**config.mk**
```make
export PLATFORM = sky130hd
export DESIGN_NAME = wiper_timer
export DESIGN_NICKNAME = d
export VERILOG_FILES = /design/src/rtl/wiper_timer_pkg.sv /design/src/rtl/wiper_timer.sv
export SDC_FILE = /design/constraint.sdc
export NUM_CORES = 1
export LEC_CHECK = 0
export BUFFER_PORTS_ARGS = -buffer_cell sky130_fd_sc_hd__buf_2
export CAP_MARGIN = 5
export CORE_MARGIN = 2
export CORE_UTILIZATION = 60
export CTS_CLUSTER_DIAMETER = 80
export DETAILED_ROUTE_END_ITERATION = 8
export GPL_ROUTABILITY_DRIVEN = 0
export HOLD_SLACK_MARGIN = 0.02
export PLACE_DENSITY = 0.81
export SETUP_SLACK_MARGIN = 0.02
export SLEW_MARGIN = 20
export SYNTH_ARGS = -nofsm -noshare
export SYNTH_HDL_FRONTEND = slang
export SYNTH_SLANG_ARGS = --single-unit
```
**constraint.sdc**
```tcl
create_clock -name clk_i -period 10.4 [get_ports clk_i]
set_input_delay 1.04 -clock clk_i [delete_from_list [all_inputs] [get_ports clk_i]]
set_output_delay 1.04 -clock clk_i [all_outputs]
set_load 0.01 [all_outputs]
```
**src/rtl/wiper_timer_pkg.sv**
```systemverilog
// constants and types shared by the interval wipe/wash timer
package wiper_timer_pkg;

  // system clock and base oscillator period
  localparam int unsigned CLK_PERIOD_PS = 8000;
  localparam longint unsigned BASE_PERIOD_PS = 64'd3125000000;
  localparam int unsigned BASE_DIV_CYC = int'(BASE_PERIOD_PS / CLK_PERIOD_PS);

  // durations in base oscillator periods, except PAUSE_TICKS which counts interval ticks
  localparam logic [4:0] DEB_TICKS = 5'h19;
  localparam logic [10:0] ON_TICKS = 11'h078;
  localparam logic [10:0] WASH_DELAY_TICKS = 11'h100;
  localparam logic [10:0] DRY_TICKS = 11'h4A0;
  localparam logic [8:0] PAUSE_TICKS = 9'h128;
  localparam logic [2:0] SC_FULL = 3'h7;

  // interval pauses per switch position, in microseconds
  localparam longint unsigned PAUSE1_US = 64'd5080000;
  localparam longint unsigned PAUSE2_US = 64'd1850000;
  localparam longint unsigned PAUSE3_US = 64'd989000;
  localparam longint unsigned PS_PER_US = 64'd1000000;
  localparam logic [31:0] INT_DIV1_RST =
    32'(PAUSE1_US * PS_PER_US / CLK_PERIOD_PS / 296);
  localparam logic [31:0] INT_DIV2_RST =
    32'(PAUSE2_US * PS_PER_US / CLK_PERIOD_PS / 296);
  localparam logic [31:0] INT_DIV3_RST =
    32'(PAUSE3_US * PS_PER_US / CLK_PERIOD_PS / 296);

  // register byte addresses
  localparam logic [7:0] STATUS_ADDR = 8'h00;
  localparam logic [7:0] INT_DIV1_ADDR = 8'h04;
  localparam logic [7:0] INT_DIV2_ADDR = 8'h08;
  localparam logic [7:0] INT_DIV3_ADDR = 8'h0C;

  // input channels of the debouncer
  localparam int unsigned CH_INT = 0;
  localparam int unsigned CH_WASH = 1;

  typedef enum logic [5:0] {
    ST_IDLE = 6'h01,
    ST_DELAY = 6'h02,
    ST_WASH = 6'h04,
    ST_DRY = 6'h08,
    ST_PULSE = 6'h10,
    ST_PAUSE = 6'h20
  } seq_state_e;

  // status word layout, first field is the most significant
  typedef struct packed {
    logic [15:0] zero;
    logic [5:0] state;
    logic [1:0] interval_level;
    logic [2:0] sc_shift;
    logic wash_db;
    logic int_db;
    logic load_dump;
    logic fault;
    logic relay;
  } status_s;

endpackage : wiper_timer_pkg

```
**src/rtl/wiper_timer.sv**
```systemverilog
// interval and wipe/wash relay sequencer with short-circuit cut-off
`timescale 1ns/1ps
module wiper_timer
  import wiper_timer_pkg::*;
#(
  parameter int unsigned BASE_DIV = BASE_DIV_CYC
) (
  input wire logic clk_i,
  input wire logic rst_i,
  input wire logic wb_cyc_i,
  input wire logic wb_stb_i,
  input wire logic wb_we_i,
  input wire logic [7:0] wb_adr_i,
  input wire logic [3:0] wb_sel_i,
  input wire logic [31:0] wb_dat_i,
  output logic [31:0] wb_dat_o,
  output logic wb_ack_o,
  input wire logic [1:0] interval_level_i,
  input wire logic wash_button_input_i,
  input wire logic delay_select_strap_i,
  input wire logic overcurrent_detect_i,
  input wire logic load_dump_i,
  input wire logic continuous_wipe_i,
  output logic relay_o,
  output logic fault_o
);

  // pin synchronisers: first stage read only by second
  logic [6:0] sync1_q;
  logic [6:0] sync2_q;
  always_ff @(posedge clk_i) begin
    if (rst_i) begin
      sync1_q <= 7'h00;
      sync2_q <= 7'h00;
    end else begin
      sync1_q <= {continuous_wipe_i, load_dump_i, overcurrent_detect_i,
                  delay_select_strap_i, wash_button_input_i, interval_level_i};
      sync2_q <= sync1_q;
    end
  end

  logic [1:0] level_s;
  logic wash_s;
  logic strap_s;
  logic sc_s;
  logic dump_s;
  logic cont_s;
  assign level_s = sync2_q[1:0];
  assign wash_s = sync2_q[2];
  assign strap_s = sync2_q[3];
  assign sc_s = sync2_q[4];
  assign dump_s = sync2_q[5];
  assign cont_s = sync2_q[6];

  // base oscillator tick; free running so input edges land at any phase
  logic [31:0] base_cnt_q;
  logic base_tick;
  assign base_tick = (base_cnt_q == BASE_DIV - 1);
  always_ff @(posedge clk_i) begin
    if (rst_i || base_tick) begin
      base_cnt_q <= 32'h00000000;
    end else begin
      base_cnt_q <= base_cnt_q + 32'h00000001;
    end
  end

  // debouncers for interval and wash requests
  logic [1:0] raw_req;
  logic [1:0] db_q;
  assign raw_req[CH_INT] = (level_s != 2'h0);
  assign raw_req[CH_WASH] = wash_s;

  genvar ch;
  generate
    for (ch = 0; ch < 2; ch++) begin : g_deb
      logic [4:0] cnt_q;
      always_ff @(posedge clk_i) begin
        if (rst_i) begin
          cnt_q <= 5'h00;
          db_q[ch] <= 1'b0;
        end else if (raw_req[ch] == db_q[ch]) begin
          cnt_q <= 5'h00;
        end else if (base_tick) begin
          if (cnt_q == DEB_TICKS - 5'h01) begin
            cnt_q <= 5'h00;
            db_q[ch] <= raw_req[ch];
          end else begin
            cnt_q <= cnt_q + 5'h01;
          end
        end
      end
    end
  endgenerate

  logic int_db;
  logic wash_db;
  assign int_db = db_q[CH_INT];
  assign wash_db = db_q[CH_WASH];

  // overcurrent shift register and fault latch
  logic [2:0] sc_shift_q;
  logic fault_q;
  logic sc_full;
  assign sc_full = (sc_shift_q == SC_FULL);

  always_ff @(posedge clk_i) begin
    if (rst_i || dump_s) begin
      sc_shift_q <= 3'h0;
    end else if (base_tick) begin
      sc_shift_q <= sc_s ? {sc_shift_q[1:0], 1'b1} : 3'h0;
    end
  end

  // a trip in the clearing cycle wins over the clear
  always_ff @(posedge clk_i) begin
    if (rst_i) begin
      fault_q <= 1'b0;
    end else if (sc_full && !dump_s) begin
      fault_q <= 1'b1;
    end else if (!int_db && !wash_db) begin
      fault_q <= 1'b0;
    end
  end

  // interval tick divisors per switch position, software tunable
  logic [31:0] int_div_q [3];
  logic [31:0] int_div_sel;
  always_comb begin
    case (level_s)
      2'h1: int_div_sel = int_div_q[0];
      2'h2: int_div_sel = int_div_q[1];
      default: int_div_sel = int_div_q[2];
    endcase
  end

  seq_state_e state_q;
  seq_state_e state_d;
  logic [10:0] seq_cnt_q;
  logic [8:0] pause_cnt_q;
  logic [31:0] int_div_cnt_q;
  logic int_tick;
  logic seq_done;
  logic pause_done;
  logic [10:0] seq_limit;

  assign int_tick = (int_div_cnt_q >= int_div_sel - 32'h00000001);
  assign pause_done = int_tick && (pause_cnt_q == PAUSE_TICKS - 9'h001);

  always_comb begin
    case (state_q)
      ST_DELAY: seq_limit = WASH_DELAY_TICKS;
      ST_DRY: seq_limit = DRY_TICKS;
      default: seq_limit = ON_TICKS;
    endcase
  end
  assign seq_done = base_tick && (seq_cnt_q == seq_limit - 11'h001);

  always_comb begin
    state_d = state_q;
    case (state_q)
      ST_IDLE: begin
        if (wash_db) begin
          state_d = strap_s ? ST_WASH : ST_DELAY;
        end else if (int_db) begin
          state_d = ST_PULSE;
        end
      end
      ST_DELAY: begin
        if (seq_done) begin
          state_d = wash_db ? ST_WASH : ST_DRY;
        end
      end
      ST_WASH: begin
        if (!wash_db) begin
          state_d = ST_DRY;
        end
      end
      ST_DRY: begin
        if (wash_db) begin
          state_d = ST_WASH;
        end else if (seq_done) begin
          state_d = ST_IDLE;
        end
      end
      ST_PULSE: begin
        if (seq_done) begin
          if (wash_db) begin
            state_d = ST_WASH;
          end else if (int_db) begin
            state_d = ST_PAUSE;
          end else begin
            state_d = ST_IDLE;
          end
        end
      end
      ST_PAUSE: begin
        if (wash_db) begin
          state_d = ST_WASH;
        end else if (!int_db) begin
          state_d = ST_IDLE;
        end else if (pause_done) begin
          state_d = ST_PULSE;
        end
      end
      default: state_d = ST_IDLE;
    endcase
  end

  // a tripped fault parks the sequencer so only a fresh request restarts it
  always_ff @(posedge clk_i) begin
    if (rst_i || fault_q) begin
      state_q <= ST_IDLE;
    end else begin
      state_q <= state_d;
    end
  end

  always_ff @(posedge clk_i) begin
    if (rst_i || state_d != state_q || fault_q) begin
      seq_cnt_q <= 11'h000;
    end else if (base_tick) begin
      seq_cnt_q <= seq_cnt_q + 11'h001;
    end
  end

  // slow interval clock only runs during the pause
  always_ff @(posedge clk_i) begin
    if (rst_i || state_q != ST_PAUSE) begin
      int_div_cnt_q <= 32'h00000000;
      pause_cnt_q <= 9'h000;
    end else if (int_tick) begin
      int_div_cnt_q <= 32'h00000000;
      pause_cnt_q <= pause_cnt_q + 9'h001;
    end else begin
      int_div_cnt_q <= int_div_cnt_q + 32'h00000001;
    end
  end

  // relay driver
  logic relay_req;
  assign relay_req = (state_q == ST_WASH) || (state_q == ST_DRY) || (state_q == ST_PULSE);

  always_ff @(posedge clk_i) begin
    if (rst_i) begin
      relay_o <= 1'b0;
    end else if (dump_s) begin
      relay_o <= 1'b1;
    end else if (fault_q || sc_full) begin
      relay_o <= 1'b0;
    end else begin
      relay_o <= cont_s || relay_req;
    end
  end

  always_ff @(posedge clk_i) begin
    if (rst_i) begin
      fault_o <= 1'b0;
    end else begin
      fault_o <= fault_q;
    end
  end

  // wishbone slave: one registered ack the cycle after each request, then ack drops
  logic wb_req;
  assign wb_req = wb_cyc_i && wb_stb_i && !wb_ack_o;

  always_ff @(posedge clk_i) begin
    if (rst_i) begin
      wb_ack_o <= 1'b0;
    end else begin
      wb_ack_o <= wb_req;
    end
  end

  genvar r;
  genvar b;
  generate
    for (r = 0; r < 3; r++) begin : g_div
      localparam logic [7:0] ADDR = INT_DIV1_ADDR + 8'(4 * r);
      localparam logic [31:0] RST = (r == 0) ? INT_DIV1_RST :
                                    (r == 1) ? INT_DIV2_RST : INT_DIV3_RST;
      for (b = 0; b < 4; b++) begin : g_lane
        always_ff @(posedge clk_i) begin
          if (rst_i) begin
            int_div_q[r][8*b +: 8] <= RST[8*b +: 8];
          end else if (wb_req && wb_we_i && wb_adr_i == ADDR && wb_sel_i[b]) begin
            int_div_q[r][8*b +: 8] <= wb_dat_i[8*b +: 8];
          end
        end
      end
    end
  endgenerate

  status_s status;
  always_comb begin
    status = '0;
    status.state = state_q;
    status.interval_level = level_s;
    status.sc_shift = sc_shift_q;
    status.wash_db = wash_db;
    status.int_db = int_db;
    status.load_dump = dump_s;
    status.fault = fault_q;
    status.relay = relay_o;
  end

  // unmapped addresses read zero and are still acknowledged
  always_ff @(posedge clk_i) begin
    if (rst_i) begin
      wb_dat_o <= 32'h00000000;
    end else if (wb_req) begin
      case (wb_adr_i)
        STATUS_ADDR: wb_dat_o <= status;
        INT_DIV1_ADDR: wb_dat_o <= int_div_q[0];
        INT_DIV2_ADDR: wb_dat_o <= int_div_q[1];
        INT_DIV3_ADDR: wb_dat_o <= int_div_q[2];
        default: wb_dat_o <= 32'h00000000;
      endcase
    end
  end

endmodule : wiper_timer

```
Word level (Yosys, flattened, before mapping)
Memory sizes are Yosys's and may differ from the RTL's.
Cells that the tools add are included.
Widths: inputs -> output; s select.

cells by class
  $add $sub $neg = 8
  magnitude comparators = 1
  equal/unequal tests = 21
  mux-type cells = 75
  bitwise operators = 14
  reductions and logical operators = 44

operators with widths
  cell                   count
  $pmux 32 s4            1
  $mux 8                 12
  $mux 6                 12
  $add 32x1->32 const B  2
  $pmux 32 s2            1
  $mux 1                 42
  $pmux 6 s6             1
  $eq 32x19->1 const B   1
  $ge 32x32->1           1
  $sub 32x1->32 const B  1
  $logic_and 1x1->1      22
  $pmux 11 s2            1
  $eq 8x4->1 const B     2
  $or 1x1->1             12
  $add 11x1->11 const B  1
  $eq 11x11->1           1
  $sub 11x1->11 const B  1
  $add 5x1->5 const B    2
  $eq 5x5->1 const B     2
  $logic_or 1x1->1       10
  $mux 5                 2
  $add 9x1->9 const B    1
  $eq 9x9->1 const B     1
  $eq 8x3->1 const B     1
  other kinds (20)       30

storage, ports and cells
  flip-flop bits (word level) = 155
  memory bits (writable) = 96
  input port bits = 56
  output and inout port bits = 35
  logic and storage cells = 181
  memories kept = 1

memories
  memory     words  bits a word  rd ports  clocked after memory_dff  write ports  line                RTL
  int_div_q  3      32           3         0                         3            wiper_timer.sv:126  logic [31:0] int_div_q [3];

Logic depth before layout (Yosys ltp)
Gate-level depths: netlist of the first run.

  depth in word-level cells = 12
  gate-level depth with buffers = 22
  depth with buffers taken out = 20

Least setup slack after synthesis of the first run
OpenSTA, ideal clock, no wires.

  path kind = register to register
  from = reg sync2_q[0]
  to = reg seq_cnt_q[1]
  library setup time = 78 ps
  data arrival time = 5192 ps
  required time = 10322 ps
  setup slack = 5131 ps
  stages on the path, launching flop included = 22
  path buffers = 3
  period minus slack after synthesis = 5269 ps
  cell sequence = dfxtp_1 inv_1 ha_1 clkbuf_1 clkbuf_1 mux2i_1 ha_1 nand3_1 nor4_1 and2_1 nand2_1 xnor2_1 ha_1 a21o_1 a221o_1 a221oi_1 o211ai_1 a21oi_1 or3_1 a21boi_0 buf_2 nor3_1

on the way
  longest elaborated chain between the ends = 12
  elaborated cells on any way between the ends = 13
  those cells by class = add/sub: 1; order compare: 1; eq/ne: 3; mux: 5; reduce/logical: 3

ends and longest elaborated chain
  what                                             line                RTL
  start, declared                                  wiper_timer.sv:30   logic [6:0] sync2_q;
  start signal, assigned                           wiper_timer.sv:38   sync2_q <= sync1_q;
  $eq 2x2->1 / $eq 2x1->1 (equally long branches)  wiper_timer.sv:129  case (level_s)
  $pmux 32 s2 (*)                                  wiper_timer.sv:129
  $sub 32x1->32 (*)                                wiper_timer.sv:146  assign int_tick = (int_div_cnt_q >= int_div_sel - 32'h00000001);
  $ge 32x32->1 (*)                                 wiper_timer.sv:146
  $logic_and 1x1->1 (*)                            wiper_timer.sv:147  assign pause_done = int_tick && (pause_cnt_q == PAUSE_TICKS - 9'h001);
  $mux 6 (*)                                       wiper_timer.sv:201  end else if (pause_done) begin
  $mux 6 (*)                                       wiper_timer.sv:199  end else if (!int_db) begin
  $mux 6 (*)                                       wiper_timer.sv:197  if (wash_db) begin
  $pmux 6 s6 (*)                                   wiper_timer.sv:160  case (state_q)
  $ne 6x6->1 (*)                                   wiper_timer.sv:219  if (rst_i || state_d != state_q || fault_q) begin
  $logic_or 1x1->1 (*) (2 in a row)                wiper_timer.sv:219
  end signal, assigned                             wiper_timer.sv:222  seq_cnt_q <= seq_cnt_q + 11'h001;
  end, declared                                    wiper_timer.sv:138  logic [10:0] seq_cnt_q;

Every way passes the cells marked *; elsewhere a longest branch is shown, timed or not.
A chain may end at the register's enable or synchronous reset.

Final worst setup path of the first run
  from = reg sync2_q[0]
  to = reg int_div_cnt_q[28]

on the way
  longest elaborated chain between the ends = 5
  elaborated cells on any way between the ends = 6
  those cells by class = add/sub: 1; order compare: 1; eq/ne: 2; mux: 1; reduce/logical: 1

ends and longest elaborated chain
  what                                             line                RTL
  $eq 2x2->1 / $eq 2x1->1 (equally long branches)  wiper_timer.sv:129
  $pmux 32 s2 (*)                                  wiper_timer.sv:129
  $sub 32x1->32 (*)                                wiper_timer.sv:146
  $ge 32x32->1 (*)                                 wiper_timer.sv:146
  $reduce_or 2->1 (no line) (*)                    -
  end signal, assigned                             wiper_timer.sv:235  int_div_cnt_q <= int_div_cnt_q + 32'h00000001;
  end, declared                                    wiper_timer.sv:140  logic [31:0] int_div_cnt_q;

Marked as above.

==> results_dict.tcl, run 1 <==
set metrics [dict create \
    outcome "finished clean" \
    hold_class "flip-flop to flip-flop" \
    crit_path_start_kind "flip-flop" \
    synth_area_leaders "dfxtp_1 (24%), edfxtp_1 (23%), nor2_1 (5.1%), ha_1 (4.4%), and3_1 (4.1%)" \
    grt_pass1_vias 9676 \
    clkSlewWorstSetupHoldPaths_ns 0.06 \
    grt_max_degree 60 \
    start_util 0.611 \
    timing.max_cap.violations 0 \
    worstSetupPathType "flip-flop to flip-flop" \
    synth.yosys.seq_area_share 0.468 \
    ir_worst_vdd_v 0.000118 \
    die_y_um 150 \
    multiInputGateArea_sq_um 6510 \
    drt_iter0_drc 748 \
    nets 1449 \
    cts_buffer_depth 3 \
    die_w_um 150 \
    grt_usage 0.276 \
    row_count 53 \
    wl_um 30800 \
    layout.cells.non_filler 1643 \
    antenna_cells 0 \
    die_area_sq_um 22500 \
    post_cts_buffers 0 \
    area_growth_pct 11.8 \
    vias 10100 \
    synth-edff-count 96 \
    p_leak_uw 0.00547 \
    yosys.area.top_type "dfxtp_1" \
    power_density_nw_per_um2 150 \
    fmax_ghz 0.154 \
    grt_antenna_before_repair 0 \
    placed_cells 1594 \
    holdBufCountCts 0 \
    htree_levels 1 \
    crit_required_ns 10.84 \
    finalHoldViolations 0 \
    clock-sinks 251 \
    placement.io_buffers 90 \
    ios 91 \
    cts_tree "done" \
    drc 0 \
    relSlewSlack 0.321 \
    dpl.hpwl_um 21700 \
    core_area_sq_um 21000 \
    endpoint_kind "flip-flop" \
    ant_nets 0 \
    finalCriticalPeriod_ns 6.48 \
    final_layout_size_suffix_gt1_frac 0.142 \
    numCtsBuffers 27 \
    cts_root_buf "clkbuf_16" \
    grt-ovfl-total 0 \
    seqCellArea_sq_um 5990 \
    grt_pass1_wl_um 49300 \
    slew_viol_final 0 \
    setup_violations 0 \
    detail_route.wl_per_cell_um 18.7 \
    crit_arrival_ns 6.93 \
    synth.distinct_cells 55 \
    rsz0062_at_grt "false" \
    vias_per_cell 6.12 \
    syn_inst 1288 \
    ys.flop_type "dfxtp_1" \
    yosys_warnings 0 \
    tightest_slew_ns 1.02 \
    fin_crit_sh 0.624 \
    ctsResizeCount 0 \
    path_max_fanout 42 \
    syn_area_per_cell_sq_um 9.94 \
    synth.most_common_cell "nor2_1" \
    clock_latency_ns 0.54 \
    syn_area_sq_um 12800 \
    skew_ns 0.0102 \
    synth_top_area_frac 0.242 \
    ys_top_cells_by_count "nor2_1 (174), dfxtp_1 (155), edfxtp_1 (96), and3_1 (84), nand2_1 (73)" \
    first_pass_iters 5 \
    syn-num-nets 1389 \
    finalSetupTns_ns 0 \
    async_flop_share 0 \
    n_fill_cell 1600 \
    synth_seq_cells 251 \
]
-- path summary, 6_finish.rpt --
check,cells after the start,to,startpoint,slack [ns]
hold reg to reg,1,sync2_q[5],sync1_q[5],0.43
hold / removal,1,sync2_q[5],sync1_q[5],0.43
setup / recovery,18,int_div_cnt_q[28],sync2_q[0],3.92
setup reg to reg,18,int_div_cnt_q[28],sync2_q[0],3.92
-- worst max-delay path: stages (launching register included) --
cell,delay (ns)
dfxtp_1,0.36
inv_1,0.08
ha_1,0.28
buf_4,0.47
mux2i_1,0.42
ha_1,0.25
nand3_1,0.14
nor4_1,0.73
and2_1,0.28
nand2_1,0.07
xnor2_1,0.15
ha_1,0.31
a21o_1,0.18
a221o_1,0.35
a221oi_1,0.30
o211ai_1,0.17
a21oi_1,0.66
nand2_1,0.84
a21oi_1,0.32
-- layout make-up --
| class | instances | share of cell area |
|---|---|---|
| multi-input combinational | 951 | 0.455 |
| sequential | 251 | 0.418 |
| clock buffer | 38 | 0.0529 |
| timing repair buffer | 99 | 0.0362 |
| tap | 275 | 0.0240 |
| clock inverter | 11 | 0.00935 |
| inverter | 18 | 0.00472 |
-- cells in the final DEF (no fill, tap or decap), types with 7 or more instances in the layout --
master	netlist	final
clkbuf_16	0	27
xnor2_1	54	54
a211oi_1	7	7
nor2_1	174	174
a22oi_1	42	42
nand2b_1	29	29
mux2_2	16	16
buf_2	2	90
edfxtp_1	96	96
a21oi_1	25	25
and2_1	11	11
dfxtp_1	155	155
or3_1	11	11
nand4_1	30	30
inv_1	18	18
mux4_2	16	16
buf_4	0	9
a22o_1	38	38
mux2i_1	29	29
nor2b_1	22	22
or2_2	16	16
nand3_1	45	45
o21ai_0	23	23
a21o_1	14	14
clkbuf_1	60	7
and3_1	84	84
nor4_1	9	8
xor2_1	58	58
nor3_1	27	25
ha_1	45	43
nand2_1	73	73
-- state kept, by name, summed over array words and instances (netlist names), 3 cells and up --
| name | cells |
|---|---|
| pause_cnt_q | 9 |
| seq_cnt_q | 11 |
| sync2_q | 7 |
| g_deb.cnt_q | 10 |
| int_div_cnt_q | 32 |
| int_div_q | 96 |
| wb_dat_o | 32 |
| sc_shift_q | 3 |
| sync1_q | 7 |
| base_cnt_q | 32 |
| state_q | 6 |
-- layer usage --
| metal | GRT usage | routed length [um] | part of all wire |
|---|---|---|---|
| met1 | 0.365 | 13000 | 0.42 |
| met2 | 0.441 | 14100 | 0.46 |
| met3 | 0.0509 | 2350 | 0.076 |
| met4 | 0.131 | 1440 | 0.047 |
| met5 | 0 | 0 | 0 |
-- where the power goes --
part	leakage [uW]	switching, uW	internal [uW]	total, uW
sequential	0.00213	10.3	1030	1040
clock	0.000437	380	579	960
combinational	0.00291	87.1	56.2	143
total	0.00547	478	1670	2150
-- kinds of logic (layout without fill, tap and decap cells) --
kind of cell	Yosys count	after routing	share of synthesized area
XOR/XNOR	112	112	0.0766
multiplexers	61	61	0.0649
buffers and inverters	86	166	0.0260
AND/OR/NAND/NOR	560	560	0.225
flip-flops	251	251	0.468
AO/OA/AOI/OAI	173	173	0.0964
adder cells (fa/ha/maj)	45	45	0.0440
-- metrics by stage --
| step | hold slack (ns) | total power (uW) | utilization | worst slack, ns | area [sq um] |
|---|---|---|---|---|---|
| 6_report | 0.428 | 2150 | 0.683 | 3.92 | 14300 |
| 5_1_grt | 0.446 | 2210 | 0.683 | 3.33 | 14300 |
| 4_1_cts | 0.424 | 2150 | 0.683 | 3.87 | 14300 |
| 3_5_place_dp | 0.423 | 1210 | 0.640 | 3.90 | 13400 |
| 3_3_place_gp | 0.416 | 1200 | 0.640 | 4.20 | 13400 |
| 2_1_floorplan | 0.414 | 1160 | - | 5.13 | 12800 |
Note: power is estimated with default switching activity, not from simulation.
==> run 2: changes to the inputs <==
==> constraint.sdc (replaced) <==
create_clock -name clk_i -period 6.3 [get_ports clk_i]
set_input_delay 0.63 -clock clk_i [delete_from_list [all_inputs] [get_ports clk_i]]
set_output_delay 0.63 -clock clk_i [all_outputs]
set_load 0.01 [all_outputs]
==> results_dict.tcl, run 2 (same netlist as run 1, synthesis figures left out) <==
set metrics [dict create \
    r2r_start "sync2_q[1]" \
    drc 0 \
    start_util 0.611 \
    post_cts_buffers 0 \
    layout.cells.non_filler 1648 \
    final_common_cell "nor2_1" \
    rsz0062_at_grt "false" \
    worst_hold_startpoint "overcurrent_detect_i" \
    area_growth_pct 12.4 \
    ctsResizeCount 0 \
    p_leak_uw 0.00550 \
    die_area_sq_um 22500 \
    clkSlewWorstSetupHoldPaths_ns 0.06 \
    numCtsBuffers 27 \
    drt_iter0_drc 722 \
    grt_max_degree 66 \
    htree_levels 1 \
    worstSetupPathType "flip-flop to flip-flop" \
    grt_usage 0.271 \
    postLayoutCellArea_sq_um 14400 \
    core_area_sq_um 21000 \
    ant_nets 0 \
    regMostFlops "int_div_q" \
    r2r_cells 17 \
    endpoint_kind "flip-flop" \
    dpl.hpwl_um 21900 \
    grt_antenna_before_repair 3 \
    dp_slack_ns 0.353 \
    die_y_um 150 \
    ios 91 \
    setup_slack_ns 0.486 \
    outcome "finished clean" \
    largest_reg_flops 96 \
    tightest_slew_ns 0.930 \
    placement.io_buffers 90 \
    hold_end "sync1_q[4]" \
    final_layout_size_suffix_gt1_frac 0.147 \
    cts_root_buf "clkbuf_16" \
    relSlewSlack 0.380 \
    die_w_um 150 \
    min_path_cells 2 \
    fmax_ghz 0.172 \
    clock-sinks 251 \
    clock_latency_ns 0.53 \
    reg2reg_setup_slack_ns 0.49 \
    hold_class "input port to flip-flop" \
    slew_viol_final 0 \
    finalCriticalPeriod_ns 5.81 \
    holdBufCountCts 0 \
    ir_worst_vdd_v 0.000248 \
    r2r-end "seq_cnt_q[1]" \
    final_cell_mix "nor2_1 (174), dfxtp_1 (155), edfxtp_1 (96)" \
    wl_um 30700 \
    crit_path_start_kind "flip-flop" \
    placed_cells 1597 \
    setup_violations 0 \
    vias_per_cell 6.01 \
    place_area_sq_um 13400 \
    skew_ns 0.00838 \
    path_max_fanout 16 \
    timing.max_cap.violations 0 \
    cts_buffer_depth 3 \
    grt_pass1_vias 9475 \
    power_density_nw_per_um2 250 \
    finalHoldViolations 0 \
    cts_tree "done" \
    detail_route.wl_per_cell_um 18.6 \
    crit_required_ns 6.74 \
    grt_pass1_wl_um 48500 \
    grt-ovfl-total 0 \
    nets 1452 \
    crit_arrival_ns 6.26 \
    first_pass_iters 5 \
    row_count 53 \
    fin_crit_sh 0.923 \
    vias 9911 \
    finalSetupTns_ns 0 \
]
[run 2: changes by cell type in the layout (fill, tap and decap cells not counted), sizes merged]
cell      before  now
inv           19   20
bufinv         3    4
clkbuf        38   37
clkinv         7    5
buf           99  102
clkinvlp       0    2
diode          0    1
[run 2: per-stage QoR]
step	power (uW)	utilization	hold slack [ns]
after detailed placement	1990	0.641	0.431
final	3600	0.686	0.314
after global placement	1980	0.641	0.422
after global routing	3700	0.686	0.312
after CTS	3620	0.686	0.298
after floorplan	1910	-	0.414
[run 2: how the worst max path moves through the flow]
| stage | start | to | slack, ns | cells past startpoint |
|---|---|---|---|---|
| 2_1_floorplan | sync2_q[0] | seq_cnt_q[1] | 1.03 | 21 |
| 3_3_place_gp | sync2_q[0] | seq_cnt_q[9] | 0.62 | 18 |
| 3_5_place_dp | sync2_q[0] | seq_cnt_q[5] | 0.35 | 18 |
| 4_1_cts | sync2_q[0] | seq_cnt_q[5] | 0.34 | 18 |
| 5_1_grt | sync2_q[1] | seq_cnt_q[10] | 0.15 | 17 |
| 6_report | sync2_q[1] | seq_cnt_q[1] | 0.49 | 17 |
[run 2: critical path, stage by stage, from the launching register on]
cell and delay (ns):
dfxtp_1 0.38, inv_1 0.08, ha_2 0.62, mux2i_1 0.50, nand4_1 0.24, nor4_1 0.76, nand2_1 0.30, nor2_1 0.18
xor2_1 0.16, ha_1 0.26, and3_1 0.17, a221o_1 0.31, a221oi_1 0.32, o211ai_1 0.20, a21o_1 0.25, a31oi_1 0.35
o2111ai_2 0.37, nor3_1 0.27
[run 2: routing by layer]
layer / vias to the layer above / part of all wire / global-route usage
li1: 4779 / - / -
met1: 4720 / 0.43 / 0.365
met2: 343 / 0.47 / 0.443
met3: 65 / 0.072 / 0.0549
met4: 4 / 0.029 / 0.0821
met5: - / 0.00068 / 0
[run 2: where the power goes]
part | switching, uW | internal (uW)
sequential | 17.3 | 1710
clock | 637 | 1000
combinational | 140 | 93.2
[run 2: layout make-up]
type                       count  area, sq um
tap                          275          344
antenna                        1         2.50
clock buffer                  37          754
inverter                      18         67.6
clock inverter                13          179
sequential                   251         5990
multi-input combinational    951         6510
fill                        1574         6570
timing repair buffer         102          541
